<file path="config.mk">
export PLATFORM = sky130hd
export DESIGN_NAME = dma_sw_handshake_requests
export DESIGN_NICKNAME = d
export VERILOG_FILES = /design/src/swreq_pkg.sv /design/src/req_bank_if.sv /design/src/req_bank.sv /design/src/dma_sw_handshake_requests.sv
export SDC_FILE = /design/constraint.sdc
export NUM_CORES = 1
export LEC_CHECK = 0
export BUFFER_PORTS_ARGS = -buffer_cell sky130_fd_sc_hd__buf_4
export CAP_MARGIN = 40
export CORE_UTILIZATION = 46
export DETAILED_ROUTE_END_ITERATION = 10
export PLACE_DENSITY = 0.86
export SLEW_MARGIN = 20
export SYNTH_ARGS = -nofsm -noshare
export SYNTH_HDL_FRONTEND = slang
export SYNTH_HIERARCHICAL = 1
export SYNTH_SLANG_ARGS = --single-unit
</file>
<file path="constraint.sdc">
create_clock -name SYS_CLK_IN -period 4.1 [get_ports SYS_CLK_IN]
set_input_delay 0.82 -clock SYS_CLK_IN [delete_from_list [all_inputs] [get_ports SYS_CLK_IN]]
set_output_delay 0.82 -clock SYS_CLK_IN [all_outputs]
set_load 0.05 [all_outputs]
</file>
<file path="src/swreq_pkg.sv">
// Purpose: Shared constants for the software handshake request registers
// Assumes: 32-bit AXI4-Lite register bus, three DMA channels
// Notes:   Offsets are byte addresses within the DMA register space
package swreq_pkg;

    localparam int unsigned NUM_CH   = 3;
    localparam int unsigned ADDR_W   = 12;

    // Register byte offsets
    localparam logic [11:0] SRC_SW_OFFSET     = 12'h368;
    localparam logic [11:0] DST_SW_OFFSET     = 12'h370;
    localparam logic [11:0] SRC_SINGLE_OFFSET = 12'h378;
    localparam logic [11:0] DST_SINGLE_OFFSET = 12'h380;

    // Field positions
    localparam int unsigned PEND_LSB = 0;
    localparam int unsigned GATE_LSB = 8;

    // Reset value of every request register
    localparam logic [31:0] REQ_RESET = 32'h0000_0000;

    // AXI response codes
    localparam logic [1:0] RESP_OKAY   = 2'h0;
    localparam logic [1:0] RESP_SLVERR = 2'h2;

    // Read channel states
    typedef enum logic [1:0] {
        RD_IDLE = 2'b01,
        RD_RESP = 2'b10
    } rd_state_type;

endpackage

</file>
<file path="src/req_bank_if.sv">
// Purpose: Carrier between the register decode and one request bank
// Assumes: Single clock domain
// Notes:   One instance per request register
interface req_bank_if #(parameter int unsigned N = 3);
    logic         wr_stb;
    logic [N-1:0] wr_gate;
    logic [N-1:0] wr_val;
    logic [N-1:0] done;
    logic [N-1:0] pending;

    modport ctrl (output wr_stb, output wr_gate, output wr_val, output done,
                  input pending);
    modport bank (input wr_stb, input wr_gate, input wr_val, input done,
                  output pending);
endinterface

</file>
<file path="src/req_bank.sv">
// Purpose: One group of per-channel request bits with write gates
// Assumes: Done pulses come from logic on the same clock
// Notes:   A gated software write wins over a same-cycle service clear
module req_bank #(
    parameter int unsigned N = 3
) (
    input  wire logic    clk_in,
    input  wire logic    rst_in,
    req_bank_if.bank     port
);
    import swreq_pkg::*;

    logic [N-1:0] pending;
    logic [N-1:0] next_pending;
    logic [N-1:0] cleared;
    logic [N-1:0] mask;

    // Service clears pending bits, gated write overrides per channel
    assign cleared      = pending & ~port.done;
    assign mask         = port.wr_stb ? port.wr_gate : '0;
    assign next_pending = (cleared & ~mask) | (port.wr_val & mask);
    assign port.pending = pending;

    // Request bit storage
    always_ff @(posedge clk_in) begin
        if (rst_in) begin
            pending <= REQ_RESET[N-1:0];
        end else begin
            pending <= next_pending;
        end
    end

endmodule // req_bank

</file>
<file path="src/dma_sw_handshake_requests.sv">
// Purpose: Software handshake request registers behind an AXI4-Lite slave
// Assumes: Done inputs are one-cycle pulses from the channel logic, same clock
// Notes:   One write and one read in flight at a time
// Operation
// - Source software request register, bits 2..0
// - Source software request gates in bits 10..8
// - Destination software request register, bits 2..0
// - Destination software request gates in bits 10..8
// - Source single request register, bits 2..0
// - Source single request gates in bits 10..8
// - Destination single request register, bits 2..0
// - Destination single request gates in bits 10..8
//
// Our own choice: register access over AXI4-Lite.
module dma_sw_handshake_requests (
    input  wire logic                        SYS_CLK_IN,
    input  wire logic                        RST_IN,
    input  wire logic [swreq_pkg::ADDR_W-1:0] AWADDR_IN,
    input  wire logic                        AWVALID_IN,
    output logic                             AWREADY_OUT,
    input  wire logic [31:0]                 WDATA_IN,
    input  wire logic [3:0]                  WSTRB_IN,
    input  wire logic                        WVALID_IN,
    output logic                             WREADY_OUT,
    output logic [1:0]                       BRESP_OUT,
    output logic                             BVALID_OUT,
    input  wire logic                        BREADY_IN,
    input  wire logic [swreq_pkg::ADDR_W-1:0] ARADDR_IN,
    input  wire logic                        ARVALID_IN,
    output logic                             ARREADY_OUT,
    output logic [31:0]                      RDATA_OUT,
    output logic [1:0]                       RRESP_OUT,
    output logic                             RVALID_OUT,
    input  wire logic                        RREADY_IN,
    input  wire logic [swreq_pkg::NUM_CH-1:0] SRC_SW_DONE_IN,
    input  wire logic [swreq_pkg::NUM_CH-1:0] DST_SW_DONE_IN,
    input  wire logic [swreq_pkg::NUM_CH-1:0] SRC_SINGLE_DONE_IN,
    input  wire logic [swreq_pkg::NUM_CH-1:0] DST_SINGLE_DONE_IN,
    output logic [swreq_pkg::NUM_CH-1:0]     SRC_SW_REQ_OUT,
    output logic [swreq_pkg::NUM_CH-1:0]     DST_SW_REQ_OUT,
    output logic [swreq_pkg::NUM_CH-1:0]     SRC_SINGLE_REQ_OUT,
    output logic [swreq_pkg::NUM_CH-1:0]     DST_SINGLE_REQ_OUT
);
    import swreq_pkg::*;

    localparam int unsigned N = NUM_CH;

    logic [ADDR_W-1:0] aw_addr;
    logic              aw_full;
    logic [31:0]       w_data;
    logic [3:0]        w_strb;
    logic              w_full;
    rd_state_type      rd_state;
    logic [31:0]       next_rdata;
    logic [1:0]        next_rresp;

    logic              aw_hs;
    logic              w_hs;
    logic              ar_hs;
    logic              do_write;
    logic              wsel_src_sw;
    logic              wsel_dst_sw;
    logic              wsel_src_single;
    logic              wsel_dst_single;
    logic              wsel_any;
    logic              lanes_ok;
    logic [N-1:0]      wr_gate;
    logic [N-1:0]      wr_val;
    logic              rsel_src_sw;
    logic              rsel_dst_sw;
    logic              rsel_src_single;
    logic              rsel_dst_single;
    logic [N-1:0]      rd_pend;

    req_bank_if #(.N(N)) src_sw_if ();
    req_bank_if #(.N(N)) dst_sw_if ();
    req_bank_if #(.N(N)) src_single_if ();
    req_bank_if #(.N(N)) dst_single_if ();

    // Handshakes on the AXI channels
    assign aw_hs    = AWVALID_IN & AWREADY_OUT;
    assign w_hs     = WVALID_IN & WREADY_OUT;
    assign ar_hs    = ARVALID_IN & ARREADY_OUT;
    assign do_write = aw_full & w_full & ~BVALID_OUT;

    // Write address decode
    assign wsel_src_sw     = (aw_addr == SRC_SW_OFFSET);
    assign wsel_dst_sw     = (aw_addr == DST_SW_OFFSET);
    assign wsel_src_single = (aw_addr == SRC_SINGLE_OFFSET);
    assign wsel_dst_single = (aw_addr == DST_SINGLE_OFFSET);
    assign wsel_any        = wsel_src_sw | wsel_dst_sw | wsel_src_single | wsel_dst_single;

    // Gate and value need both low byte lanes; other bits are dropped
    assign lanes_ok = w_strb[0] & w_strb[1];
    assign wr_gate  = lanes_ok ? w_data[GATE_LSB +: N] : '0;
    assign wr_val   = w_data[PEND_LSB +: N];

    // Bank write strobes
    assign src_sw_if.wr_stb     = do_write & wsel_src_sw;
    assign dst_sw_if.wr_stb     = do_write & wsel_dst_sw;
    assign src_single_if.wr_stb = do_write & wsel_src_single;
    assign dst_single_if.wr_stb = do_write & wsel_dst_single;
    assign src_sw_if.wr_gate     = wr_gate;
    assign dst_sw_if.wr_gate     = wr_gate;
    assign src_single_if.wr_gate = wr_gate;
    assign dst_single_if.wr_gate = wr_gate;
    assign src_sw_if.wr_val     = wr_val;
    assign dst_sw_if.wr_val     = wr_val;
    assign src_single_if.wr_val = wr_val;
    assign dst_single_if.wr_val = wr_val;

    // Service completion clears pending requests
    assign src_sw_if.done     = SRC_SW_DONE_IN;
    assign dst_sw_if.done     = DST_SW_DONE_IN;
    assign src_single_if.done = SRC_SINGLE_DONE_IN;
    assign dst_single_if.done = DST_SINGLE_DONE_IN;

    req_bank #(.N(N)) u_src_sw     (.clk_in(SYS_CLK_IN), .rst_in(RST_IN), .port(src_sw_if));
    req_bank #(.N(N)) u_dst_sw     (.clk_in(SYS_CLK_IN), .rst_in(RST_IN), .port(dst_sw_if));
    req_bank #(.N(N)) u_src_single (.clk_in(SYS_CLK_IN), .rst_in(RST_IN), .port(src_single_if));
    req_bank #(.N(N)) u_dst_single (.clk_in(SYS_CLK_IN), .rst_in(RST_IN), .port(dst_single_if));

    // Request outputs come straight from the bank flip-flops
    assign SRC_SW_REQ_OUT     = src_sw_if.pending;
    assign DST_SW_REQ_OUT     = dst_sw_if.pending;
    assign SRC_SINGLE_REQ_OUT = src_single_if.pending;
    assign DST_SINGLE_REQ_OUT = dst_single_if.pending;

    // Read address decode and data selection
    assign rsel_src_sw     = (ARADDR_IN == SRC_SW_OFFSET);
    assign rsel_dst_sw     = (ARADDR_IN == DST_SW_OFFSET);
    assign rsel_src_single = (ARADDR_IN == SRC_SINGLE_OFFSET);
    assign rsel_dst_single = (ARADDR_IN == DST_SINGLE_OFFSET);
    assign rd_pend = ({N{rsel_src_sw}}     & src_sw_if.pending)
                   | ({N{rsel_dst_sw}}     & dst_sw_if.pending)
                   | ({N{rsel_src_single}} & src_single_if.pending)
                   | ({N{rsel_dst_single}} & dst_single_if.pending);
    assign next_rdata = {{(32-N){1'b0}}, rd_pend};
    assign next_rresp = (rsel_src_sw | rsel_dst_sw | rsel_src_single | rsel_dst_single)
                        ? RESP_OKAY : RESP_SLVERR;

    // Write address channel
    always_ff @(posedge SYS_CLK_IN) begin
        if (RST_IN) begin
            AWREADY_OUT <= 1'b0;
            aw_full     <= 1'b0;
            aw_addr     <= '0;
        end else if (aw_hs) begin
            AWREADY_OUT <= 1'b0;
            aw_full     <= 1'b1;
            aw_addr     <= AWADDR_IN;
        end else if (do_write) begin
            aw_full <= 1'b0;
        end else if (!aw_full && !BVALID_OUT) begin
            AWREADY_OUT <= 1'b1;
        end
    end

    // Write data channel
    always_ff @(posedge SYS_CLK_IN) begin
        if (RST_IN) begin
            WREADY_OUT <= 1'b0;
            w_full     <= 1'b0;
            w_data     <= '0;
            w_strb     <= '0;
        end else if (w_hs) begin
            WREADY_OUT <= 1'b0;
            w_full     <= 1'b1;
            w_data     <= WDATA_IN;
            w_strb     <= WSTRB_IN;
        end else if (do_write) begin
            w_full <= 1'b0;
        end else if (!w_full && !BVALID_OUT) begin
            WREADY_OUT <= 1'b1;
        end
    end

    // Write response channel
    always_ff @(posedge SYS_CLK_IN) begin
        if (RST_IN) begin
            BVALID_OUT <= 1'b0;
            BRESP_OUT  <= RESP_OKAY;
        end else if (do_write) begin
            BVALID_OUT <= 1'b1;
            BRESP_OUT  <= wsel_any ? RESP_OKAY : RESP_SLVERR;
        end else if (BREADY_IN) begin
            BVALID_OUT <= 1'b0;
        end
    end

    // Read channel state machine
    always_ff @(posedge SYS_CLK_IN) begin
        if (RST_IN) begin
            rd_state    <= RD_IDLE;
            ARREADY_OUT <= 1'b0;
            RVALID_OUT  <= 1'b0;
            RDATA_OUT   <= '0;
            RRESP_OUT   <= RESP_OKAY;
        end else begin
            case (rd_state)
                RD_IDLE: begin
                    ARREADY_OUT <= 1'b1;
                    if (ar_hs) begin
                        ARREADY_OUT <= 1'b0;
                        RVALID_OUT  <= 1'b1;
                        RDATA_OUT   <= next_rdata;
                        RRESP_OUT   <= next_rresp;
                        rd_state    <= RD_RESP;
                    end
                end
                RD_RESP: begin
                    if (RREADY_IN) begin
                        RVALID_OUT <= 1'b0;
                        rd_state   <= RD_IDLE;
                    end
                end
                default: begin
                    rd_state    <= RD_IDLE;
                    ARREADY_OUT <= 1'b0;
                    RVALID_OUT  <= 1'b0;
                end
            endcase
        end
    end

    // Gated write lands the written value in the selected register
    property p_src_sw_set;
        @(posedge SYS_CLK_IN) disable iff (RST_IN)
        (do_write && wsel_src_sw) |=>
            ((SRC_SW_REQ_OUT & $past(wr_gate)) == ($past(wr_val) & $past(wr_gate)));
    endproperty
    a_src_sw_set: assert property (p_src_sw_set) else $error("src sw write lost");

    property p_dst_sw_set;
        @(posedge SYS_CLK_IN) disable iff (RST_IN)
        (do_write && wsel_dst_sw) |=>
            ((DST_SW_REQ_OUT & $past(wr_gate)) == ($past(wr_val) & $past(wr_gate)));
    endproperty
    a_dst_sw_set: assert property (p_dst_sw_set) else $error("dst sw write lost");

    property p_src_single_set;
        @(posedge SYS_CLK_IN) disable iff (RST_IN)
        (do_write && wsel_src_single) |=>
            ((SRC_SINGLE_REQ_OUT & $past(wr_gate)) == ($past(wr_val) & $past(wr_gate)));
    endproperty
    a_src_single_set: assert property (p_src_single_set) else $error("src single lost");

    property p_dst_single_set;
        @(posedge SYS_CLK_IN) disable iff (RST_IN)
        (do_write && wsel_dst_single) |=>
            ((DST_SINGLE_REQ_OUT & $past(wr_gate)) == ($past(wr_val) & $past(wr_gate)));
    endproperty
    a_dst_single_set: assert property (p_dst_single_set) else $error("dst single lost");

    // Ungated bits with no service keep their value across a write
    property p_src_sw_hold;
        @(posedge SYS_CLK_IN) disable iff (RST_IN)
        (do_write && wsel_src_sw && SRC_SW_DONE_IN == '0) |=>
            ((SRC_SW_REQ_OUT & ~$past(wr_gate)) == ($past(SRC_SW_REQ_OUT) & ~$past(wr_gate)));
    endproperty
    a_src_sw_hold: assert property (p_src_sw_hold) else $error("src sw gate ignored");

    property p_dst_sw_hold;
        @(posedge SYS_CLK_IN) disable iff (RST_IN)
        (do_write && wsel_dst_sw && DST_SW_DONE_IN == '0) |=>
            ((DST_SW_REQ_OUT & ~$past(wr_gate)) == ($past(DST_SW_REQ_OUT) & ~$past(wr_gate)));
    endproperty
    a_dst_sw_hold: assert property (p_dst_sw_hold) else $error("dst sw gate ignored");

    property p_src_single_hold;
        @(posedge SYS_CLK_IN) disable iff (RST_IN)
        (do_write && wsel_src_single && SRC_SINGLE_DONE_IN == '0) |=>
            ((SRC_SINGLE_REQ_OUT & ~$past(wr_gate))
             == ($past(SRC_SINGLE_REQ_OUT) & ~$past(wr_gate)));
    endproperty
    a_src_single_hold: assert property (p_src_single_hold) else $error("src sgl gate");

    property p_dst_single_hold;
        @(posedge SYS_CLK_IN) disable iff (RST_IN)
        (do_write && wsel_dst_single && DST_SINGLE_DONE_IN == '0) |=>
            ((DST_SINGLE_REQ_OUT & ~$past(wr_gate))
             == ($past(DST_SINGLE_REQ_OUT) & ~$past(wr_gate)));
    endproperty
    a_dst_single_hold: assert property (p_dst_single_hold) else $error("dst sgl gate");

    // Reserved bits of every read answer are zero
    property p_reserved_zero;
        @(posedge SYS_CLK_IN) disable iff (RST_IN)
        RVALID_OUT |-> (RDATA_OUT[31:3] == 29'h0000000);
    endproperty
    a_reserved_zero: assert property (p_reserved_zero) else $error("reserved bit set");

    // Service pulse without a write clears the source software pending bits
    property p_service_clear;
        @(posedge SYS_CLK_IN) disable iff (RST_IN)
        (!src_sw_if.wr_stb && SRC_SW_DONE_IN != '0) |=>
            ((SRC_SW_REQ_OUT & $past(SRC_SW_DONE_IN)) == '0);
    endproperty
    a_service_clear: assert property (p_service_clear) else $error("service not cleared");

endmodule // dma_sw_handshake_requests

</file>
# == After elaboration in Yosys (flattened, before gate mapping) ==
# Cells that the tools add are included.
# classes
n_eq_ne,12
n_mux,20
n_bitwise,49
reduce_logical,14
# op_table
cell,n
$eq 12x10->1 const B,8
$and 3x3->3,16
$not 3->3,8
$or 3x3->3,7
$mux 3,5
$and 1x1->1,10
$mux 1,8
$mux 2,4
$reduce_and 2->1,4
$or 1x1->1,6
$reduce_bool 2->1,3
$ne 2x2->1 const B,2
$pmux 1 s2,2
$pmux 2 s2,1
$reduce_or 2->1,2
$logic_not 1->1,3
$eq 2x1->1 const B,1
$eq 2x2->1 const B,1
$logic_and 1x1->1,2
$not 1->1,2
# totals
register_bits,53
out_inout_bits,53
wordCells,113

# == Depth between registers and ports, before layout ==
# depth
ltp_word,7
mapped_depth,7
depth_no_buf,7

# == Modules after synthesis ==
# Netlist, hierarchy kept.
# by_module_without_submodules
module,n_inst,cells_per_inst,area_each_um2
dma_sw_handshake_requests,1,210,1649.1
req_bank,4,15,123.9

# == Worst setup path before layout ==
# No wires, ideal clock.
# synth_timing
kind,reg2reg
start,register BVALID_OUT
end,register u_dst_single.pending[0] (netlist: u_dst_single/port.pending[0])
arrival_ps,1725
slack_ps,2258
stages_incl_launch_ff,6
synth_period_minus_slack_ps,1842
cell_sequence,dfxtp_1 -> nand3b_2 -> nor4_1 -> nand2_1 -> nand3b_1 -> a21oi_1
# synth_via
elab_chain_cells,7
elab_cells_between_ends,8
# synth_lines
element,line_no,source
start: declaration,dma_sw_handshake_requests.sv:26,"output logic BVALID_OUT,"
start signal: assignment,dma_sw_handshake_requests.sv:181,BVALID_OUT <= 1'b0;
start signal: assignment,dma_sw_handshake_requests.sv:184,BVALID_OUT <= 1'b1;
start signal: assignment,dma_sw_handshake_requests.sv:187,BVALID_OUT <= 1'b0;
$not 1->1 (*),dma_sw_handshake_requests.sv:84,assign do_write = aw_full & w_full & ~BVALID_OUT;
$and 1x1->1 (*),dma_sw_handshake_requests.sv:84,
$and 1x1->1 (*),dma_sw_handshake_requests.sv:102,assign dst_single_if.wr_stb = do_write & wsel_dst_single;
named net dst_single_if.wr_stb,req_bank_if.sv:5,logic wr_stb;
$mux 3 (*),req_bank.sv:20,assign mask = port.wr_stb ? port.wr_gate : '0;
$not 3->3,req_bank.sv:21,assign next_pending = (cleared & ~mask) | (port.wr_val & mask);
$and 3x3->3,req_bank.sv:21,
$or 3x3->3 (*),req_bank.sv:21,
end signal: assignment,req_bank.sv:27,pending <= REQ_RESET[N-1:0];
end signal: assignment,req_bank.sv:29,pending <= next_pending;
end: declaration,req_bank.sv:13,logic [N-1:0] pending;
# The timed path passes the listed nets; every way through them passes the cells marked *.
# A chain may end at the register's enable or synchronous reset.

# == Final worst setup path ==
# layout_timing
start,register aw_addr[11]
end,register u_dst_single.pending[0] (netlist: u_dst_single/port.pending[0])
# layout_via
elab_chain_cells,6
elab_cells_between_ends,7
# layout_lines
element,line_no,source
start: declaration,dma_sw_handshake_requests.sv:48,logic [ADDR_W-1:0] aw_addr;
start signal: assignment,dma_sw_handshake_requests.sv:147,aw_addr <= '0;
start signal: assignment,dma_sw_handshake_requests.sv:151,aw_addr <= AWADDR_IN;
$eq 12x10->1 (*),dma_sw_handshake_requests.sv:90,assign wsel_dst_single = (aw_addr == DST_SINGLE_OFFSET);
$and 1x1->1 (*),dma_sw_handshake_requests.sv:102,
named net dst_single_if.wr_stb,req_bank_if.sv:5,
$mux 3 (*),req_bank.sv:20,
$not 3->3,req_bank.sv:21,
$and 3x3->3,req_bank.sv:21,
$or 3x3->3 (*),req_bank.sv:21,
# Marked as above.

==> summary.txt <==
Chip height: 70.3 um
# rows: 24
Core footprint: 4410 um^2
DP HPWL: 3540 um
Worst setup path category: reg -> reg
Postcts setup bufs: 0
CP max stage cell: or4_4
Reg-to-Reg End: u_dst_single/port.pending[0]
Reg2Reg Depth: 6
Max Freq: 495 MHz
Static leakage: 0.00115 uW
Post-route setup TNS: 0 ps
CTS buffer count: 5
# H-tree levels: 2
Routed len/inst: 11.7 um
Filler cell count: 414
Clock Pin Slew Worst Setup and Hold Paths: 80 ps
Final period util: 0.493
Max IR drop VDD: 0.000270 V
EDFF count, synth: 0
DRC violations left: 0
Layout cell share with drive strength beyond 1: 0.240
Commonest cells post-synth: nand2_1 (52), a21oi_1 (45), dfxtp_1 (45)
Synth top area cells: dfxtp_1 (42%), buf_4 (11%), a21oi_1 (11%), nand2_1 (9.1%), nand3b_1 (5.6%)
Library cells used by synthesis: 31
Final Util: 0.616
Startpoint Class: flop
Worst-path maximum fanout: 4
Worst Skew: 9.45 ps
Pre-antenna DRT Iters: 4
Outcome: completed
Avg Vias per Cell: 5.01
Endpoint type of the worst setup path: flop
Top-count cell post-synth: nand2_1
Slew headroom: 0.659
CP Launch Point: aw_addr[11]
Hold Crit Class: reg -> reg
#FFs+latches synth: 45
Power per cell area: 363 nW/um^2
Area delta synth->final: 26.8%
Mapped cell area: 2140 um^2
Ys flop type: dfxtp_1
FF-to-FF Start: aw_addr[11]
Worst Slack Setup Final: 2080 ps
Post-Syn Area per Cell: 7.94 um^2
TritonCTS clock tree: built
Final Slew Violations: 0
Cells along the critical path: or4_4 -> nor4_1 -> buf_1 -> nand2_1 -> nand3b_1 -> a21oi_1
Hold path depth: 2
RSZ-0062 raised after global routing: no
R2R setup slack: 2080 ps
Area leader, netlist: dfxtp_1
Global-route wire length before repair: 7540 um
Syn Inst Count: 270
Clock Path Buffers: 2
Max cap viols: 0
Routed Antenna Nets: 0
CP peak stage delay: 570 ps
Initial antenna violation count: 0
Initial drt markers: 65
Ys Warns: 6
Final wirelength: 4630 um
Register area: 901 um^2
Area of the multi-input gates: 1070 um^2
Vias in the first global route: 1771
Worst slew pin tran: 507 ps
# nets final: 420
CP endpoint: u_dst_single/port.pending[0]
Asr flop ratio synth: 0
Global route total overflow: 0
# port buffers: 72
Minimum clock period: 2020 ps
CTS sink count: 45
Post-placement setup slack: 2110 ps
Post-route insts no fill: 394
Ant diodes: 0
Via count: 1972
Hold Buf Count CTS: 0
Setup Viol. Count Final: 0
Cells after DPL: 386
Starting Density: 0.486
Full die area: 4940 um^2
CTS root buf: clkbuf_8
Worst skew pair latency: 290 ps
Resize count post-CTS: 0
Endpoints failing hold: 0
Largest net degree at the start of global routing: 44
Synth top area share: 0.420
Arr. time, crit path: 2180 ps
Seq/Total Area, Yosys: 0.420
CP required: 4260 ps
Ports: 132
Die width: 70.3 um
Total GRT Usage: 0.186
Routability Congestion: 0.772
-- logic make-up after synthesis --
family,count (synthesis),share of synthesized area
compound gates,56,0.139
buf+inv,44,0.132
flops,45,0.420
mux,3,0.0140
other cells,1,0.00175
simple gates,121,0.293
-- report_power, final --
part / total (uW) / internal [uW] / switching [uW]
clock: 337 / 199 / 138
combinational: 181 / 57.7 / 123
sequential: 470 / 454 / 16.0
total: 987 / 710 / 277
-- metal layers --
| metal | vias to the layer above | track usage | share of wire | routed length, um |
|---|---|---|---|---|
| met5 | - | 0 | 0 | 0 |
| met4 | 0 | 0.0511 | 0.0048 | 22 |
| met3 | 4 | 0.0476 | 0.070 | 324 |
| met2 | 72 | 0.325 | 0.49 | 2260 |
| met1 | 890 | 0.223 | 0.44 | 2030 |
| li1 | 1006 | - | - | - |
-- how the worst min path moves through the flow --
stage                     slack, ps            to         start
after floorplan                 430   aw_addr[10]   aw_addr[10]
after global placement          440  RDATA_OUT[1]  RDATA_OUT[1]
after detailed placement        440  RDATA_OUT[1]  RDATA_OUT[1]
after CTS                       460    aw_addr[8]    aw_addr[8]
after global routing            470    aw_addr[8]    aw_addr[8]
final                           460    aw_addr[8]    aw_addr[8]
-- stage by stage --
step	cell area, um^2	power, uW	hold WS [ps]
after global routing	2720	1030	473
after detailed placement	2600	661	445
after CTS	2720	993	460
after floorplan	2260	627	431
after global placement	2600	657	439
final	2720	987	457
-- worst max-delay path, delay by kind of cell (launching register included) --
family,cells,cell delay [ps]
AND/OR/NAND/NOR,4,1250
AO/OA/AOI/OAI,1,70
flip-flops,1,320
buffers and inverters,1,250
-- placed cells by master (no fill, tap or decap) --
| cell type | n |
|---|---|
| a221oi_1 | 1 |
| clkbuf_1 | 1 |
| nor2_1 | 11 |
| and3_1 | 5 |
| and3b_1 | 1 |
| nor3b_1 | 2 |
| nor3_1 | 3 |
| nand4b_1 | 1 |
| conb_1 | 31 |
| nand2_1 | 52 |
| clkbuf_8 | 6 |
| and4b_1 | 1 |
| nor4_1 | 1 |
| nand3_1 | 21 |
| nand2b_1 | 1 |
| nor4_4 | 1 |
| or2_1 | 1 |
| mux2i_1 | 3 |
| nor4b_1 | 1 |
| a211oi_1 | 4 |
| buf_4 | 72 |
| nand3b_2 | 1 |
| o211a_1 | 1 |
| nand3b_1 | 16 |
| dfxtp_1 | 45 |
| o21ai_0 | 5 |
| and2_1 | 1 |
| a21oi_1 | 45 |
| buf_1 | 1 |
| inv_1 | 5 |
| bufinv_16 | 1 |
| or4_4 | 1 |
-- final cells by class --
class,instances,share of cell area
multi-input cells,211,0.395
flip-flops and latches,45,0.331
repair buffers,73,0.200
clock buffers,7,0.0318
well taps,52,0.0239
clock inverters,1,0.0110
inverters,5,0.00690
-- state kept, by name, summed over array words and instances (netlist names), 2 cells and up --
signal,count
u_dst_sw/port.pending,3
w_data,6
aw_addr,12
RDATA_OUT,3
u_src_sw/port.pending,3
u_src_single/port.pending,3
w_strb,2
u_dst_single/port.pending,3
Power figures use the tool's default switching activity.
